`config.mk`:
```
export PLATFORM = sky130hd
export DESIGN_NAME = sts1_channel_add_drop_mux
export DESIGN_NICKNAME = d
export VERILOG_FILES = /design/src/hw/adm_pkg.sv /design/src/hw/fifo_if.sv /design/src/hw/byte_fifo.sv /design/src/hw/sts1_scrambler.sv /design/src/hw/sts1_channel_add_drop_mux.sv
export SDC_FILE = /design/constraint.sdc
export NUM_CORES = 1
export LEC_CHECK = 0
export CAP_MARGIN = 20
export CORE_MARGIN = 8
export CORE_UTILIZATION = 50
export CTS_CLUSTER_SIZE = 30
export DETAILED_ROUTE_END_ITERATION = 12
export DONT_BUFFER_PORTS = 1
export PLACE_DENSITY_LB_ADDON = 0.08
export SETUP_SLACK_MARGIN = 0.15
export SYNTH_ARGS = -nofsm -noshare
export SYNTH_HDL_FRONTEND = slang
export SYNTH_HIERARCHICAL = 1
export SYNTH_SLANG_ARGS = --single-unit
```
`constraint.sdc`:
```
create_clock -name clk -period 8.9 [get_ports clk]
set_input_delay 0.445 -clock clk [delete_from_list [all_inputs] [get_ports clk]]
set_output_delay 0.445 -clock clk [all_outputs]
set_load 0.01 [all_outputs]
```
`src/hw/adm_pkg.sv`:
```
package adm_pkg;

  // ==========================================================================
  // Register map
  localparam logic [7:0] OFS_CTRL   = 8'h00;
  localparam logic [7:0] OFS_INS    = 8'h04;
  localparam logic [7:0] OFS_DROP   = 8'h08;
  localparam logic [7:0] OFS_JOINT  = 8'h0C;
  localparam logic [7:0] OFS_STATUS = 8'h10;

  // ==========================================================================
  // Control register fields
  localparam int CTRL_OC12     = 0;
  localparam int CTRL_SCHEME   = 1;
  localparam int CTRL_SCRAMBLE = 3;
  localparam int CTRL_DI_MODE  = 4;
  localparam int CTRL_DI_STS1  = 5;
  localparam int CTRL_FILL     = 8;
  localparam int CTRL_DI_SRC   = 10;

  // Channel code fields: group number in the high nibble, member or index low.
  localparam int CHAN_GROUP = 4;

  // Status register fields.
  localparam int STAT_INS   = 0;
  localparam int STAT_DROP  = 4;
  localparam int STAT_LEVEL = 8;

  // ==========================================================================
  // Values after reset
  localparam logic        RST_OC12     = 1'b0;
  localparam logic        RST_SCRAMBLE = 1'b1;
  localparam logic [3:0]  RST_SLOT     = 4'h0;
  localparam logic [31:0] RST_RDATA    = 32'h0000_0000;
  localparam logic [7:0]  RST_BYTE     = 8'h00;

  // ==========================================================================
  // Line and frame figures
  localparam logic [3:0] OC3_LAST_SLOT  = 4'h2;
  localparam logic [3:0] OC12_LAST_SLOT = 4'hB;
  localparam logic [3:0] PAIR_GROUPS    = 4'h4;
  localparam logic [3:0] PAIR_MEMBERS   = 4'h3;
  localparam logic [3:0] LINEAR_MAX     = 4'hC;
  localparam logic [9:0] FRAME_LAST     = 10'h329;
  localparam logic [9:0] FIXED_BYTES    = 10'h003;
  localparam logic [6:0] LFSR_SEED      = 7'h7F;
  localparam int         FIFO_DEPTH     = 32;
  localparam int         FIFO_MARGIN    = 4;
  localparam int         BYTE_W         = 8;

  // ==========================================================================
  // Modes
  typedef enum logic [1:0] {SCHEME_PAIR, SCHEME_TRANSMIT, SCHEME_MUX} scheme_t;
  typedef enum logic [1:0] {FILL_SAME, FILL_UNEQ, FILL_EXT} fill_t;
  typedef enum logic [1:0] {DI_EXT, DI_UNEQ, DI_LOOP} di_src_t;

endpackage

```
`src/hw/fifo_if.sv`:
```
`timescale 1ns/100ps
interface fifo_if #(
  parameter int W  = 8,
  parameter int CW = 6
);
  logic          wr_valid;
  logic          wr_ready;
  logic [W-1:0]  wr_data;
  logic          rd_valid;
  logic          rd_ready;
  logic [W-1:0]  rd_data;
  logic [CW-1:0] level;

  modport buffer (input wr_valid, wr_data, rd_ready, output wr_ready, rd_valid, rd_data, level);
  modport user   (output wr_valid, wr_data, rd_ready, input wr_ready, rd_valid, rd_data, level);
endinterface

```
`src/hw/byte_fifo.sv`:
```
`timescale 1ns/100ps
module byte_fifo #(
  parameter int W     = 8,
  parameter int DEPTH = 32
) (
  input wire logic clk,
  input wire logic rst,
  input wire logic ce,
  fifo_if.buffer   q
);
  localparam int AW = $clog2(DEPTH);

  logic [W-1:0]  mem [DEPTH];
  logic [AW-1:0] wptr_ff;
  logic [AW-1:0] rptr_ff;
  logic [AW:0]   level_ff;
  logic          push;
  logic          pop;

  assign push       = q.wr_valid && q.wr_ready;
  assign pop        = q.rd_valid && q.rd_ready;
  assign q.wr_ready = level_ff != (AW+1)'(DEPTH);
  assign q.rd_valid = level_ff != '0;
  assign q.rd_data  = mem[rptr_ff];
  assign q.level    = level_ff;

  always_ff @(posedge clk) begin
    if (ce && push) begin
      mem[wptr_ff] <= q.wr_data;
    end
  end

  always_ff @(posedge clk or posedge rst) begin
    if (rst) begin
      wptr_ff  <= '0;
      rptr_ff  <= '0;
      level_ff <= '0;
    end else if (ce) begin
      if (push) begin
        wptr_ff <= wptr_ff + 1'b1;
      end
      if (pop) begin
        rptr_ff <= rptr_ff + 1'b1;
      end
      if (push && !pop) begin
        level_ff <= level_ff + 1'b1;
      end else if (pop && !push) begin
        level_ff <= level_ff - 1'b1;
      end
    end
  end
endmodule

```
`src/hw/sts1_scrambler.sv`:
```
`timescale 1ns/100ps
module sts1_scrambler (
  input  wire logic       clk,
  input  wire logic       rst,
  input  wire logic       ce,
  input  wire logic       en,
  input  wire logic       in_valid,
  input  wire logic       in_fs,
  input  wire logic [7:0] in_data,
  output logic            out_valid,
  output logic            out_fs,
  output logic [7:0]      out_data
);
  logic [9:0] pos_ff;
  logic [6:0] lfsr_ff;
  logic [9:0] pos;
  logic [7:0] key;
  logic [6:0] nxt_lfsr;

  // Eight steps of the 1+x^6+x^7 generator; the key byte is taken MSB first.
  always_comb begin
    nxt_lfsr = lfsr_ff;
    key      = '0;
    for (int i = 0; i < 8; i++) begin
      key[7-i] = nxt_lfsr[6];
      nxt_lfsr = {nxt_lfsr[5:0], nxt_lfsr[6] ^ nxt_lfsr[5]};
    end
  end

  assign pos = in_fs ? '0 : pos_ff;

  always_ff @(posedge clk or posedge rst) begin
    if (rst) begin
      pos_ff    <= '0;
      lfsr_ff   <= adm_pkg::LFSR_SEED;
      out_valid <= 1'b0;
      out_fs    <= 1'b0;
      out_data  <= adm_pkg::RST_BYTE;
    end else if (ce) begin
      out_valid <= in_valid;
      out_fs    <= in_valid && in_fs;
      if (in_valid) begin
        pos_ff <= (pos == adm_pkg::FRAME_LAST) ? '0 : pos + 10'h001;
        // Framing and trace bytes pass clear and hold the generator at its seed.
        if (pos < adm_pkg::FIXED_BYTES) begin
          lfsr_ff  <= adm_pkg::LFSR_SEED;
          out_data <= in_data;
        end else begin
          lfsr_ff  <= nxt_lfsr;
          out_data <= en ? (in_data ^ key) : in_data;
        end
      end
    end
  end
endmodule

```
`src/hw/sts1_channel_add_drop_mux.sv`:
```
// Overview of operation
// Test STS-1 goes into the insert tributary; OC-3 accepts channels 1 to 3.
// OC-12 channel selects accept pair 1,1..4,3 or index 1..12 per numbering scheme.
// Pair (n,m) is slot (m-1)*4+n; mux-order index (n-1)*3+m names that pair.
// Fill same: every other tributary copies the inserted payload.
// Fill unequipped: every other tributary carries all zero bytes.
// Fill external: others carry the electrical STS-1 input; never on OC-12.
// Receive test STS-1 is taken from the drop tributary; 1..3 or 1..12.
// Electrical STS-1 scrambler switchable; frame-synchronous, length 127.
// Generator 1+x^6+x^7, seeded all ones per frame, first three bytes clear.
// Joint select sets insert and drop tributaries together in one write.
// Joint select acts only in drop-and-insert mode, ignored otherwise.
// Drop-and-insert payload source applies only when payload is STS-1.
// Source external: inserted tributary carries the electrical STS-1 input.
// Source unequipped: inserted tributary carries all zero bytes.
// Source loop: dropped tributary bytes are resent in the inserted one.
`timescale 1ns/100ps
module sts1_channel_add_drop_mux #(
  parameter int FIFO_DEPTH = adm_pkg::FIFO_DEPTH
) (
  input  wire logic        clk,
  input  wire logic        rst,
  input  wire logic        ce,
  input  wire logic [7:0]  reg_addr,
  input  wire logic [31:0] reg_wdata,
  input  wire logic        reg_wr,
  input  wire logic        reg_rd,
  output logic      [31:0] reg_rdata,
  input  wire logic [7:0]  tst_tx_data,
  input  wire logic        line_tx_en,
  input  wire logic        line_tx_fs,
  output logic      [7:0]  line_tx_data,
  output logic             line_tx_valid,
  output logic             line_tx_frame,
  input  wire logic [7:0]  line_rx_data,
  input  wire logic        line_rx_valid,
  input  wire logic        line_rx_fs,
  output logic      [7:0]  tst_rx_data,
  output logic             tst_rx_valid,
  output logic             tst_rx_frame,
  input  wire logic [7:0]  sts1_rx_data,
  input  wire logic        sts1_rx_valid,
  input  wire logic        sts1_rx_fs,
  output logic             sts1_rx_ready,
  output logic      [7:0]  sts1_tx_data,
  output logic             sts1_tx_valid,
  output logic             sts1_tx_frame
);
  localparam int LW = $clog2(FIFO_DEPTH) + 1;

  // ==========================================================================
  // Configuration state
  logic                oc12_ff;
  adm_pkg::scheme_t    scheme_ff;
  logic                scramble_ff;
  logic                di_mode_ff;
  logic                di_sts1_ff;
  adm_pkg::fill_t      fill_ff;
  adm_pkg::di_src_t    di_src_ff;
  logic [3:0]          ins_slot_ff;
  logic [3:0]          drop_slot_ff;
  logic [31:0]         reg_rdata_ff;

  // ==========================================================================
  // Datapath state
  logic [3:0]          tx_slot_ff;
  logic [7:0]          ext_hold_ff;
  logic [7:0]          line_tx_data_ff;
  logic                line_tx_valid_ff;
  logic                line_tx_frame_ff;
  logic [3:0]          rx_slot_ff;
  logic                drop_pend_ff;
  logic [7:0]          drop_byte_ff;
  logic                drop_valid_ff;
  logic                drop_frame_ff;
  logic [9:0]          sync1_ff;
  logic [9:0]          sync2_ff;
  logic                sts1_rx_ready_ff;

  logic [3:0]          last_slot;
  logic [4:0]          chan_dec;
  logic [3:0]          tx_slot;
  logic [3:0]          rx_slot;
  logic                di_active;
  adm_pkg::fill_t      fill_eff;
  logic                need_ext;
  logic [7:0]          ext_byte;
  logic [7:0]          ins_byte;
  logic [7:0]          other_byte;
  logic                drop_hit;
  logic                desc_valid;
  logic                desc_fs;
  logic [7:0]          desc_data;

  fifo_if #(.W(adm_pkg::BYTE_W), .CW(LW)) ext_q ();

  // ==========================================================================
  // Channel code decode
  // Returns {valid, zero-based transmission slot}.
  function automatic logic [4:0] chan_slot(input logic [7:0] code,
                                           input logic oc12,
                                           input adm_pkg::scheme_t scheme);
    logic [3:0] hi;
    logic [3:0] lo;
    logic [3:0] t;
    logic       ok;
    hi = code[7:4];
    lo = code[3:0];
    t  = 4'h1;
    ok = 1'b0;
    if (!oc12) begin
      ok = (hi == 4'h0) && (lo >= 4'h1) && (lo <= adm_pkg::OC3_LAST_SLOT + 4'h1);
      t  = lo;
    end else if (scheme == adm_pkg::SCHEME_PAIR) begin
      ok = (hi >= 4'h1) && (hi <= adm_pkg::PAIR_GROUPS) &&
           (lo >= 4'h1) && (lo <= adm_pkg::PAIR_MEMBERS);
      t  = 4'((lo - 4'h1) * adm_pkg::PAIR_GROUPS + hi);
    end else begin
      ok = (hi == 4'h0) && (lo >= 4'h1) && (lo <= adm_pkg::LINEAR_MAX);
      if (scheme == adm_pkg::SCHEME_MUX) begin
        t = 4'(((lo - 4'h1) % adm_pkg::PAIR_MEMBERS) * adm_pkg::PAIR_GROUPS
               + (lo - 4'h1) / adm_pkg::PAIR_MEMBERS + 4'h1);
      end else begin
        t = lo;
      end
    end
    return {ok, 4'(t - 4'h1)};
  endfunction

  assign chan_dec  = chan_slot(reg_wdata[7:0], oc12_ff, scheme_ff);
  assign last_slot = oc12_ff ? adm_pkg::OC12_LAST_SLOT : adm_pkg::OC3_LAST_SLOT;

  // ==========================================================================
  // Register writes
  always_ff @(posedge clk or posedge rst) begin
    if (rst) begin
      oc12_ff     <= adm_pkg::RST_OC12;
      scheme_ff   <= adm_pkg::SCHEME_PAIR;
      scramble_ff <= adm_pkg::RST_SCRAMBLE;
      di_mode_ff  <= 1'b0;
      di_sts1_ff  <= 1'b0;
      fill_ff     <= adm_pkg::FILL_SAME;
      di_src_ff   <= adm_pkg::DI_EXT;
    end else if (ce && reg_wr && reg_addr == adm_pkg::OFS_CTRL) begin
      oc12_ff     <= reg_wdata[adm_pkg::CTRL_OC12];
      scheme_ff   <= adm_pkg::scheme_t'(reg_wdata[adm_pkg::CTRL_SCHEME +: 2]);
      scramble_ff <= reg_wdata[adm_pkg::CTRL_SCRAMBLE];
      di_mode_ff  <= reg_wdata[adm_pkg::CTRL_DI_MODE];
      di_sts1_ff  <= reg_wdata[adm_pkg::CTRL_DI_STS1];
      // External fill is refused together with OC-12; the old fill stays.
      if (!(reg_wdata[adm_pkg::CTRL_FILL +: 2] == adm_pkg::FILL_EXT &&
            reg_wdata[adm_pkg::CTRL_OC12])) begin
        fill_ff <= adm_pkg::fill_t'(reg_wdata[adm_pkg::CTRL_FILL +: 2]);
      end
      di_src_ff   <= adm_pkg::di_src_t'(reg_wdata[adm_pkg::CTRL_DI_SRC +: 2]);
    end
  end

  // Out-of-range channel codes are ignored and leave the slot unchanged.
  always_ff @(posedge clk or posedge rst) begin
    if (rst) begin
      ins_slot_ff  <= adm_pkg::RST_SLOT;
      drop_slot_ff <= adm_pkg::RST_SLOT;
    end else if (ce && reg_wr && chan_dec[4]) begin
      if (reg_addr == adm_pkg::OFS_INS) begin
        ins_slot_ff <= chan_dec[3:0];
      end else if (reg_addr == adm_pkg::OFS_DROP) begin
        drop_slot_ff <= chan_dec[3:0];
      end else if (reg_addr == adm_pkg::OFS_JOINT && di_mode_ff) begin
        ins_slot_ff  <= chan_dec[3:0];
        drop_slot_ff <= chan_dec[3:0];
      end
    end
  end

  // ==========================================================================
  // Register reads
  always_ff @(posedge clk or posedge rst) begin
    if (rst) begin
      reg_rdata_ff <= adm_pkg::RST_RDATA;
    end else if (ce) begin
      reg_rdata_ff <= '0;
      if (!reg_rd) begin
        reg_rdata_ff <= '0;
      end else if (reg_addr == adm_pkg::OFS_CTRL) begin
        reg_rdata_ff[adm_pkg::CTRL_OC12]          <= oc12_ff;
        reg_rdata_ff[adm_pkg::CTRL_SCHEME +: 2]   <= scheme_ff;
        reg_rdata_ff[adm_pkg::CTRL_SCRAMBLE]      <= scramble_ff;
        reg_rdata_ff[adm_pkg::CTRL_DI_MODE]       <= di_mode_ff;
        reg_rdata_ff[adm_pkg::CTRL_DI_STS1]       <= di_sts1_ff;
        reg_rdata_ff[adm_pkg::CTRL_FILL +: 2]     <= fill_ff;
        reg_rdata_ff[adm_pkg::CTRL_DI_SRC +: 2]   <= di_src_ff;
      end else if (reg_addr == adm_pkg::OFS_INS) begin
        reg_rdata_ff[3:0] <= ins_slot_ff;
      end else if (reg_addr == adm_pkg::OFS_DROP) begin
        reg_rdata_ff[3:0] <= drop_slot_ff;
      end else if (reg_addr == adm_pkg::OFS_STATUS) begin
        reg_rdata_ff[adm_pkg::STAT_INS +: 4]   <= ins_slot_ff;
        reg_rdata_ff[adm_pkg::STAT_DROP +: 4]  <= drop_slot_ff;
        reg_rdata_ff[adm_pkg::STAT_LEVEL +: LW] <= ext_q.level;
      end
    end
  end

  // ==========================================================================
  // Electrical STS-1 input: synchroniser, descrambler and buffer
  always_ff @(posedge clk or posedge rst) begin
    if (rst) begin
      sync1_ff <= '0;
      sync2_ff <= '0;
    end else if (ce) begin
      sync1_ff <= {sts1_rx_fs, sts1_rx_valid, sts1_rx_data};
      sync2_ff <= sync1_ff;
    end
  end

  sts1_scrambler u_rx_descramble (
    .clk       (clk),
    .rst       (rst),
    .ce        (ce),
    .en        (scramble_ff),
    .in_valid  (sync2_ff[8]),
    .in_fs     (sync2_ff[9]),
    .in_data   (sync2_ff[7:0]),
    .out_valid (desc_valid),
    .out_fs    (desc_fs),
    .out_data  (desc_data)
  );

  assign ext_q.wr_valid = desc_valid;
  assign ext_q.wr_data  = desc_data;

  byte_fifo #(.W(adm_pkg::BYTE_W), .DEPTH(FIFO_DEPTH)) u_ext_fifo (
    .clk (clk),
    .rst (rst),
    .ce  (ce),
    .q   (ext_q)
  );

  // Ready drops with room left for the bytes already inside the synchroniser.
  always_ff @(posedge clk or posedge rst) begin
    if (rst) begin
      sts1_rx_ready_ff <= 1'b0;
    end else if (ce) begin
      sts1_rx_ready_ff <= ext_q.level < LW'(FIFO_DEPTH - adm_pkg::FIFO_MARGIN);
    end
  end

  // ==========================================================================
  // Transmit line multiplexer
  assign di_active = di_mode_ff && di_sts1_ff;
  assign fill_eff  = (fill_ff == adm_pkg::FILL_EXT && oc12_ff) ? adm_pkg::FILL_UNEQ
                                                               : fill_ff;
  assign need_ext  = (fill_eff == adm_pkg::FILL_EXT) ||
                     (di_active && di_src_ff == adm_pkg::DI_EXT);
  assign tx_slot   = line_tx_fs ? 4'h0 : tx_slot_ff;

  // One electrical byte serves a whole round of tributary slots.
  assign ext_q.rd_ready = ce && line_tx_en && tx_slot == 4'h0 && need_ext;
  assign ext_byte = (tx_slot == 4'h0) ? (ext_q.rd_valid ? ext_q.rd_data : '0)
                                      : ext_hold_ff;

  always_comb begin
    ins_byte = tst_tx_data;
    if (di_active) begin
      case (di_src_ff)
        adm_pkg::DI_EXT:  ins_byte = ext_byte;
        adm_pkg::DI_UNEQ: ins_byte = '0;
        adm_pkg::DI_LOOP: ins_byte = drop_byte_ff;
        default:          ins_byte = tst_tx_data;
      endcase
    end
  end

  always_comb begin
    case (fill_eff)
      adm_pkg::FILL_SAME: other_byte = ins_byte;
      adm_pkg::FILL_UNEQ: other_byte = '0;
      adm_pkg::FILL_EXT:  other_byte = ext_byte;
      default:            other_byte = ins_byte;
    endcase
  end

  always_ff @(posedge clk or posedge rst) begin
    if (rst) begin
      tx_slot_ff  <= '0;
      ext_hold_ff <= adm_pkg::RST_BYTE;
    end else if (ce && line_tx_en) begin
      tx_slot_ff <= (tx_slot >= last_slot) ? 4'h0 : tx_slot + 4'h1;
      if (tx_slot == 4'h0) begin
        ext_hold_ff <= ext_byte;
      end
    end
  end

  always_ff @(posedge clk or posedge rst) begin
    if (rst) begin
      line_tx_data_ff  <= adm_pkg::RST_BYTE;
      line_tx_valid_ff <= 1'b0;
      line_tx_frame_ff <= 1'b0;
    end else if (ce) begin
      line_tx_valid_ff <= line_tx_en;
      line_tx_frame_ff <= line_tx_en && line_tx_fs;
      if (line_tx_en) begin
        line_tx_data_ff <= (tx_slot == ins_slot_ff) ? ins_byte : other_byte;
      end
    end
  end

  // ==========================================================================
  // Receive line demultiplexer
  assign rx_slot  = line_rx_fs ? 4'h0 : rx_slot_ff;
  assign drop_hit = line_rx_valid && rx_slot == drop_slot_ff;

  always_ff @(posedge clk or posedge rst) begin
    if (rst) begin
      rx_slot_ff    <= '0;
      drop_pend_ff  <= 1'b0;
      drop_byte_ff  <= adm_pkg::RST_BYTE;
      drop_valid_ff <= 1'b0;
      drop_frame_ff <= 1'b0;
    end else if (ce) begin
      drop_valid_ff <= drop_hit;
      drop_frame_ff <= drop_hit && (line_rx_fs || drop_pend_ff);
      if (line_rx_valid) begin
        rx_slot_ff   <= (rx_slot >= last_slot) ? 4'h0 : rx_slot + 4'h1;
        drop_pend_ff <= (line_rx_fs || drop_pend_ff) && !drop_hit;
      end
      if (drop_hit) begin
        drop_byte_ff <= line_rx_data;
      end
    end
  end

  sts1_scrambler u_tx_scramble (
    .clk       (clk),
    .rst       (rst),
    .ce        (ce),
    .en        (scramble_ff),
    .in_valid  (drop_valid_ff),
    .in_fs     (drop_frame_ff),
    .in_data   (drop_byte_ff),
    .out_valid (sts1_tx_valid),
    .out_fs    (sts1_tx_frame),
    .out_data  (sts1_tx_data)
  );

  // ==========================================================================
  // Outputs
  assign reg_rdata     = reg_rdata_ff;
  assign line_tx_data  = line_tx_data_ff;
  assign line_tx_valid = line_tx_valid_ff;
  assign line_tx_frame = line_tx_frame_ff;
  assign tst_rx_data   = drop_byte_ff;
  assign tst_rx_valid  = drop_valid_ff;
  assign tst_rx_frame  = drop_frame_ff;
  assign sts1_rx_ready = sts1_rx_ready_ff;

endmodule

```
[Yosys cells after proc, flatten, opt, wreduce, memory -nomap -nowiden]
Memory sizes are Yosys's and may differ from the RTL's.
Cells that the tools add are included.
Storage, ports and cells
  word-level logic and storage cells: 196
  latch bits: 0
  input bits: 75
  output and inout port bits: 63
  memories kept: 1
  bits in writable memories: 256
  flip-flop bits (word level): 159
  memory bits (read-only): 0
Memory list
  u_ext_fifo.mem: depth 32, bits a word 8, rd ports 1, clocked after memory_dff 0, wr ports 1, RTL line byte_fifo.sv:13  | logic [W-1:0] mem [DEPTH];
Operators by class
  $lt $le $gt $ge: 10
  mux-type cells: 45
  equal/unequal tests: 17
  shifts and indexed selects: 0
  multiply operators: 0
  divide/modulo/power cells: 2
  bitwise operators: 20
  reduce and logical (&&, ||, !) cells: 53
  add/sub/neg operators: 13
Operators with widths (count)
  two-way mux 8 bit: 8
  two-way mux 10 bit: 6
  two-way mux 4 bit: 15
  two-way mux 14 bit: 2
  logical AND 1 bit: 27
  one-hot mux 8 bit (3 select lines): 1
  adder 10 x 1 -> 10 bit, second input constant: 2
  == test 10 bit, second input constant: 2
  less-than comparator 10 x 2 -> 1 bit, second input constant: 2
  AND reduction 2 bit: 10
  two-way mux 6 bit: 3
  == test 8 x 4 -> 1 bit, second input constant: 2
  one-hot mux 8 bit (2 select lines): 1
  XOR 1 bit: 16
  XOR 8 bit: 2
  two-way mux 7 bit: 2
  adder 4 x 1 -> 4 bit, second input constant: 3
  adder 5 x 1 -> 5 bit, second input constant: 2
  == test 2 bit, second input constant: 5
  adder 4 bit: 2
  == test 4 bit: 2
  == test 8 x 3 -> 1 bit, second input constant: 1
  == test 8 x 5 -> 1 bit, second input constant: 1
  greater-or-equal comparator 4 x 1 -> 1 bit, second input constant: 2
  other kinds (24): 41

[Depth between registers and ports, before layout]
Gate-level depths: netlist of run 1.
  depth after elaboration: 11
  gate-level depth with buffers: 22
  gate-level depth less buffers: 21

[Cells and area by module]
The synthesis of run 1 kept the hierarchy.
By module, submodules not included
  byte_fifo: times used 1, area each 10940.5 µm², seq. area each 8087.8 µm², cells each 568
  sts1_channel_add_drop_mux: times used 1, area each 5267.6 µm², seq. area each 2253.4 µm², cells each 573
  sts1_scrambler: times used 2, area each 1500.2 µm², seq. area each 684.4 µm², cells each 148

[Least setup slack after synthesis of run 1]
Ideal clock, no wire load.
  kind: input to register
  start point: input reg_wdata[0]
  end point: register drop_slot_ff[3]
  required time: 8.775 ns
  buffers on the path: 1
  arrival time: 3.997 ns
  library setup time: 0.125 ns
  stages on the path: 21
  path slack: 4.778 ns
  cell sequence: buf_4 inv_1 ha_1 and2b_2 a21oi_4 o21ai_0 ha_1 inv_1 ha_1 o311ai_4 xnor2_1 ha_1 nor2_4 xnor2_1 ha_1 a21o_2 o21ai_2 xor2_1 o311a_1 xor2_1 mux2_4
Between the ends
  longest elaborated chain between the ends: 10
  elaborated cells between the ends (all ways): 24
  classes of those cells: add/sub (5); div (2); order compare (3); mux (7); reduce/logical (7)
RTL lines
  start: declaration: RTL line sts1_channel_add_drop_mux.sv:25  | input wire logic [31:0] reg_wdata,
  subtractor 4 x 1 -> 4 bit: RTL line sts1_channel_add_drop_mux.sv:121, sts1_channel_add_drop_mux.sv:122
  divider 4 x 2 -> 4 bit / remainder unit 4 x 2 -> 4 bit (equally long branches): RTL line sts1_channel_add_drop_mux.sv:122, sts1_channel_add_drop_mux.sv:121
  adder 4 bit: RTL line sts1_channel_add_drop_mux.sv:122  | + (lo - 4'h1) / adm_pkg::PAIR_MEMBERS + 4'h1);
  adder 4 x 1 -> 4 bit: RTL line sts1_channel_add_drop_mux.sv:122
  two-way mux 4 bit: RTL line sts1_channel_add_drop_mux.sv:120  | if (scheme == adm_pkg::SCHEME_MUX) begin
  two-way mux 4 bit: RTL line sts1_channel_add_drop_mux.sv:114  | end else if (scheme == adm_pkg::SCHEME_PAIR) begin
  two-way mux 4 bit: RTL line sts1_channel_add_drop_mux.sv:111  | if (!oc12) begin
  subtractor 4 x 1 -> 4 bit: RTL line sts1_channel_add_drop_mux.sv:127  | return {ok, 4'(t - 4'h1)};
  two-way mux 4 bit: RTL line sts1_channel_add_drop_mux.sv:169  | end else if (reg_addr == adm_pkg::OFS_JOINT && di_mode_ff) begin
  two-way mux 4 bit: RTL line sts1_channel_add_drop_mux.sv:167  | end else if (reg_addr == adm_pkg::OFS_DROP) begin
  end signal: assignment: RTL line sts1_channel_add_drop_mux.sv:163  | drop_slot_ff <= adm_pkg::RST_SLOT;
  end signal: assignment: RTL line sts1_channel_add_drop_mux.sv:168  | drop_slot_ff <= chan_dec[3:0];
  end signal: assignment: RTL line sts1_channel_add_drop_mux.sv:171  | drop_slot_ff <= chan_dec[3:0];
  end: declaration: RTL line sts1_channel_add_drop_mux.sv:61  | logic [3:0] drop_slot_ff;
Several ways; a longest one is shown, not always the timed one. The select of a mux whose other input is x is not followed.
A chain may end at the register's enable or synchronous reset.

[Worst setup path in the final report of run 1]
  start point: register u_ext_fifo.rptr_ff[0]
  end point: register line_tx_data_ff[3] (netlist: line_tx_data[3])
Between the ends
  longest elaborated chain between the ends: 7
RTL lines
  start: declaration: RTL line byte_fifo.sv:15  | logic [AW-1:0] rptr_ff;
  start signal: assignment: RTL line byte_fifo.sv:43  | rptr_ff <= rptr_ff + 1'b1;
  memory (32 x 8 bit) *
  named net ext_q.rd_data[3]: RTL line fifo_if.sv:11  | logic [W-1:0] rd_data;
  two-way mux 8 bit * (2 in series): RTL line sts1_channel_add_drop_mux.sv:260  | assign ext_byte = (tx_slot == 4'h0) ? (ext_q.rd_valid ? ext_q.rd_data : '0)
  one-hot mux 8 bit (3 select lines): RTL line sts1_channel_add_drop_mux.sv:266  | case (di_src_ff)
  two-way mux 8 bit: RTL line sts1_channel_add_drop_mux.sv:265  | if (di_active) begin
  one-hot mux 8 bit (2 select lines): RTL line sts1_channel_add_drop_mux.sv:276  | case (fill_eff)
  two-way mux 8 bit *: RTL line sts1_channel_add_drop_mux.sv:305  | line_tx_data_ff <= (tx_slot == ins_slot_ff) ? ins_byte : other_byte;
  end signal: assignment: RTL line sts1_channel_add_drop_mux.sv:298  | line_tx_data_ff <= adm_pkg::RST_BYTE;
  end signal: assignment: RTL line sts1_channel_add_drop_mux.sv:305
  end: declaration: RTL line sts1_channel_add_drop_mux.sv:68  | logic [7:0] line_tx_data_ff;
The timed path passes the listed nets; every way through them passes the cells marked *.

==> run summary, run 1 <==
Layout cell share with drive strength beyond 1: 0.148
Power density over the cells: 237 nW/um^2
Mean Syn Cell Area: 13.4 sq um
Highest Clock Rate: 262 MHz
Std-Cell Rows: 71
Final Hold Viols: 0
Cell count after synthesis: 1433
CTS Buf Count: 44
Synthesized area: 19200 sq um
CORE AREA: 37800 sq um
Grt ovf: 0
Die width: 212 um
Post-route cell area: 21000 sq um
Crit start category: flop
CP endpoint kind: flop
Critical Path AT: 4.23 ns
Placer Congestion: 0.817
Initial antenna violation count: 1
Initial Utilization: 0.508
Area of the multi-input gates: 6770 sq um
Register area: 11700 sq um
Area after DPL: 19400 sq um
Clock transition at the registers of the reported paths: 0.06 ns
Fill cell total of the finished layout: 3084
First-pass GRT wire length: 66.1 mm
Clk buf depth: 3
Total Die Area: 44900 sq um
I/O pins: 138
HPWL after DPL: 27.6 mm
Final setup fails: 0
Clock Skews: 0.0123 ns
Layout area overhead: 9.72%
WL/cell: 21.5 um
Yosys warns: 6
Largest net degree at the start of global routing: 69
Initial DRC Count: 912
DRT antenna net count: 0
Die Span Y: 212 um
Gr usage total: 0.189
IO buf count: 0
Final wirelength: 42.5 mm
Critical path fanouts, max: 51
Least-Margin Pin Slew: 1.11 ns
Leakage Power: 7.48 nW
Gates resized, CTS repair: 0
Root Driver: clkbuf_16
Vias in the first global route: 11300
Vias: 11400
Maxcap violations: 0
Status: finished clean
Setup TNS: 0 ns
Peak VDD IR: 0.000176 V
Crit Path Class: flop to flop
Tmin final: 3.82 ns
Final Slew Violations: 0
Min-delay worst type: primary input to flop
Final nets: 1543
CTS tree: built
WHS: 0.0305 ns
Tcrit/Tclk final: 0.429
RSZ-0062 raised after global routing: no
H-tree depth: 2
Clk Latency, worst-skew pair: 0.56 ns
Slew headroom: 0.260
Number of vias per cell: 5.75
Worst path required time: 9.31 ns
DRC: 0
Clock sink count: 415
First-pass DRT Iterations: 5
-- placed cells by master, fill, tap and decap left out, drive strengths merged, types with 27 or more instances in the layout --
cell and count:
edfxtp 256, dfrtp 144, nand2 130, o21ai 95
nor2 77, clkbuf 67, inv 66, a21oi 49
mux4 48, mux2i 36, mux2 35, xor2 34
ha 34, a22oi 29, o22ai 27
-- final cells by class --
type | count | share of cell area
inverter | 65 | 0.0117
antenna | 1 | 0.000119
timing repair buffer | 28 | 0.0145
clock buffer | 67 | 0.0594
tap | 511 | 0.0304
multi-input combinational | 879 | 0.322
clock inverter | 15 | 0.00625
sequential | 415 | 0.556
-- worst paths after layout --
kind                                       startpoint                   endpoint  slack, ns  cells past startpoint
worst max-delay path            u_ext_fifo/rptr_ff[0]            line_tx_data[3]       5.08                      9
worst min-delay path                     reg_wdata[8]                 fill_ff[0]       0.03                      1
worst max register to register  u_ext_fifo/rptr_ff[0]            line_tx_data[3]       5.08                      9
min in group asynchronous                         rst  u_rx_descramble/out_valid       0.24                      2
max in group asynchronous                         rst            line_tx_data[0]       7.25                      3
worst min register to register         ext_hold_ff[2]             ext_hold_ff[2]       0.48                      2
-- critical path, cell delays in order (launching register included) --
cell and delay (ns):
dfrtp_4 0.79, buf_4 0.83, mux4_2 0.60, a2111oi_1 0.76, a21oi_1 0.11, nand2_1 0.13, nor2_1 0.04, a21oi_1 0.13
o22a_1 0.16, o21ai_1 0.06
-- through the flow --
stage	total power [mW]	setup slack, ns	util	instances
global route	5.21	4.79	0.557	1981
CTS	5.01	4.96	0.553	1971
finish	4.97	5.08	0.557	1981
floorplan	3.03	4.78	-	1450
global placement	3.21	4.63	0.514	1878
detailed placement	3.23	4.56	0.514	1878
-- where the power goes --
| group | internal, mW | switching [mW] | total [mW] |
|---|---|---|---|
| registers | 2.32 | 0.240 | 2.56 |
| logic | 0.284 | 0.374 | 0.658 |
| clock network | 1.03 | 0.729 | 1.76 |
| total | 3.63 | 1.34 | 4.97 |
-- what timing repair did --
action	4_1_cts	5_1_grt
endpoints found under the hold margin	84	19
buffers inserted	0	0
hold buffers	11	1
-- registers in the layout (all words and copies together) (netlist names), 10 cells and up --
| register | count |
|---|---|
| u_rx_descramble/pos_ff | 10 |
| sync2_ff | 10 |
| u_tx_scramble/pos_ff | 10 |
| sync1_ff | 10 |
| u_ext_fifo/mem | 256 |
| reg_rdata | 14 |
-- routing by layer --
| layer | part of all wire | wire length, um | vias up | GRT usage |
|---|---|---|---|---|
| met1 | 0.46 | 19400 | 5732 | 0.266 |
| met3 | 0.048 | 2050 | 61 | 0.0328 |
| li1 | - | - | 5345 | - |
| met4 | 0.022 | 947 | 0 | 0.0573 |
| met2 | 0.47 | 20100 | 260 | 0.299 |
| met5 | 0 | 0 | - | 0 |
Power figures use the tool's default switching activity.
==> run 2: changes to the inputs <==
--- a/config.mk
+++ b/config.mk
@@ -5,6 +5,7 @@
 export SDC_FILE = /design/constraint.sdc
 export NUM_CORES = 1
 export LEC_CHECK = 0
+export ABC_AREA = 1
 export CAP_MARGIN = 20
 export CORE_MARGIN = 8
 export CORE_UTILIZATION = 50
==> constraint.sdc (replaced) <==
create_clock -name clk -period 3.9 [get_ports clk]
set_input_delay 0.195 -clock clk [delete_from_list [all_inputs] [get_ports clk]]
set_output_delay 0.195 -clock clk [all_outputs]
set_load 0.01 [all_outputs]
==> run 2 against run 1 <==
Critical path depth increased by 20. Count of clock-buffer cells in the layout unchanged. Global-route usage increased by 2.9 points. Register-to-register slack got worse by 4.4 ns. Non-clock buffer count increased by 54. Wire length increased by 24%. Cell count increased by 48%. First-iteration DRC count increased by 21%. Utilization increased by 0.76 points. Worst hold slack improved by 0.0051 ns. Largest power group unchanged.
==> run summary, run 2 <==
Clock sink count: 415
Synthesized area: 20800 sq um
Die width: 220 um
Highest Clock Rate: 286 MHz
Power density over the cells: 559 nW/um^2
Initial DRC Count: 1101
Area after DPL: 21100 sq um
Gr usage total: 0.219
Yosys warns: 6
Worst hold endpoint: di_sts1_ff
Hold path depth: 3
R2r setup slk: 0.70 ns
Worst path required time: 4.37 ns
Maxcap violations: 0
Clk buf depth: 3
Postcts setup bufs: 0
Final Slew Violations: 0
Crit-path most repeated cell: inv_1
Biggest cell delay along the critical path: 0.55 ns
Number of vias per cell: 5.25
Layout area overhead: 11.3%
Peak VDD IR: 0.000428 V
Layout cell share with drive strength beyond 1: 0.0763
Std-Cell Rows: 74
Reg2reg start: tx_slot_ff[0]
IO buf count: 0
Most frequent cells in the layout: 743 x nand2_1, 279 x inv_1, 256 x edfxtp_1, 235 x nand3_1, 142 x dfrtp_1
Crit start category: primary input
Setup TNS: 0 ns
Final nets: 2474
Final setup fails: 0
HPWL after DPL: 33.2 mm
Hold wc startpoint: reg_wr
Die Span Y: 220 um
Crit path max-delay cell type: dlygate4sd3_1
CP endpoint kind: flop
Min-delay worst type: primary input to flop
Root Driver: clkbuf_16
H-tree depth: 2
Status: finished clean
First-pass GRT wire length: 83.7 mm
Cell count after synthesis: 2328
Clock Skews: 0.0228 ns
DRT antenna net count: 0
Crit-path leading delay family: adder cells
Tmin final: 3.50 ns
DRC: 0
CORE AREA: 40900 sq um
Total Die Area: 48300 sq um
Largest net degree at the start of global routing: 139
Post-route cell area: 23100 sq um
Slew headroom: 0.361
Placer Congestion: 0.859
CTS Buf Count: 46
Crit Path Class: primary input to flop
Clk Latency, worst-skew pair: 0.58 ns
Initial Utilization: 0.507
Initial antenna violation count: 3
Clock transition at the registers of the reported paths: 0.06 ns
WL/cell: 17.9 um
RSZ-0062 raised after global routing: no
Grt ovf: 0
Worst r2r path cells: 18
Leakage Power: 10.3 nW
First-pass DRT Iterations: 5
R2R Path End: u_ext_fifo/q.level[5]
Final wirelength: 52.6 mm
Register with the most flip-flops: u_ext_fifo/mem
CTS tree: built
Vias in the first global route: 15200
Critical path fanouts, max: 6
Mean Syn Cell Area: 8.92 sq um
Least-Margin Pin Slew: 0.957 ns
Tcrit/Tclk final: 0.897
I/O pins: 138
Vias: 15400
Final Hold Viols: 0
Critical Path AT: 3.96 ns
Fill cell total of the finished layout: 3690
Crit path buf inv count: 8
Max FFs per register: 256
Most common cell after layout, fill and taps aside: nand2_1
## run 2: stage by stage
stage | total power [mW] | utilization | setup WS, ns | std cells | hold WS [ns]
after floorplan | 7.97 | - | 0.553 | 2345 | 0.109
after global placement | 8.71 | 0.515 | 0.284 | 2789 | 0.181
after detailed placement | 8.78 | 0.515 | 0.187 | 2789 | 0.201
after CTS | 13.0 | 0.564 | 0.246 | 2930 | 0.00179
after global routing | 13.6 | 0.565 | 0.165 | 2933 | 0.0496
final | 12.9 | 0.565 | 0.403 | 2933 | 0.0356
## run 2: final cells by class
type / count / area (sq um) / share of cell area
inverters: 299 / 1140 / 0.0493
well taps: 532 / 666 / 0.0288
repair buffers: 82 / 803 / 0.0348
flip-flops and latches: 415 / 11700 / 0.506
diodes: 2 / 5.00 / 0.000217
clock inverters: 16 / 131 / 0.00569
multi-input cells: 1520 / 7380 / 0.320
clock buffers: 67 / 1290 / 0.0559
## run 2: per-layer routing
metal,GRT usage,share of wire
met5,0,0
met4,0.0709,0.031
met3,0.0495,0.062
met2,0.362,0.48
met1,0.282,0.43
## run 2: tightest hold or removal path: stages
cell	delay, ns
nand2_1	0.08
nor2_2	0.12
o21ai_0	0.16
## run 2: what timing repair did
| action | 4_1_cts | 5_1_grt |
|---|---|---|
| setup endpoints to repair | 0 | 4 |
| hold buffers | 58 | 0 |
| hold endpoints to repair | 171 | 0 |
| gates resized for setup | 0 | 5 |
## run 2: how the worst max path moves through the flow
stage                  from         endpoint  slack, ns  cells after the start
4_1_cts        reg_wdata[1]  drop_slot_ff[3]       0.25                     29
6_report       reg_wdata[1]  drop_slot_ff[3]       0.40                     29
3_3_place_gp   reg_wdata[1]   ins_slot_ff[3]       0.28                     28
2_1_floorplan  reg_wdata[1]  drop_slot_ff[3]       0.55                     28
3_5_place_dp   reg_wdata[1]  drop_slot_ff[3]       0.19                     28
5_1_grt        reg_wdata[1]  drop_slot_ff[3]       0.16                     29
## run 2: power by group
part,switching (mW),internal [mW]
Clock,1.72,2.42
Sequential,0.573,5.53
Combinational,1.80,0.881
Total,4.09,8.83
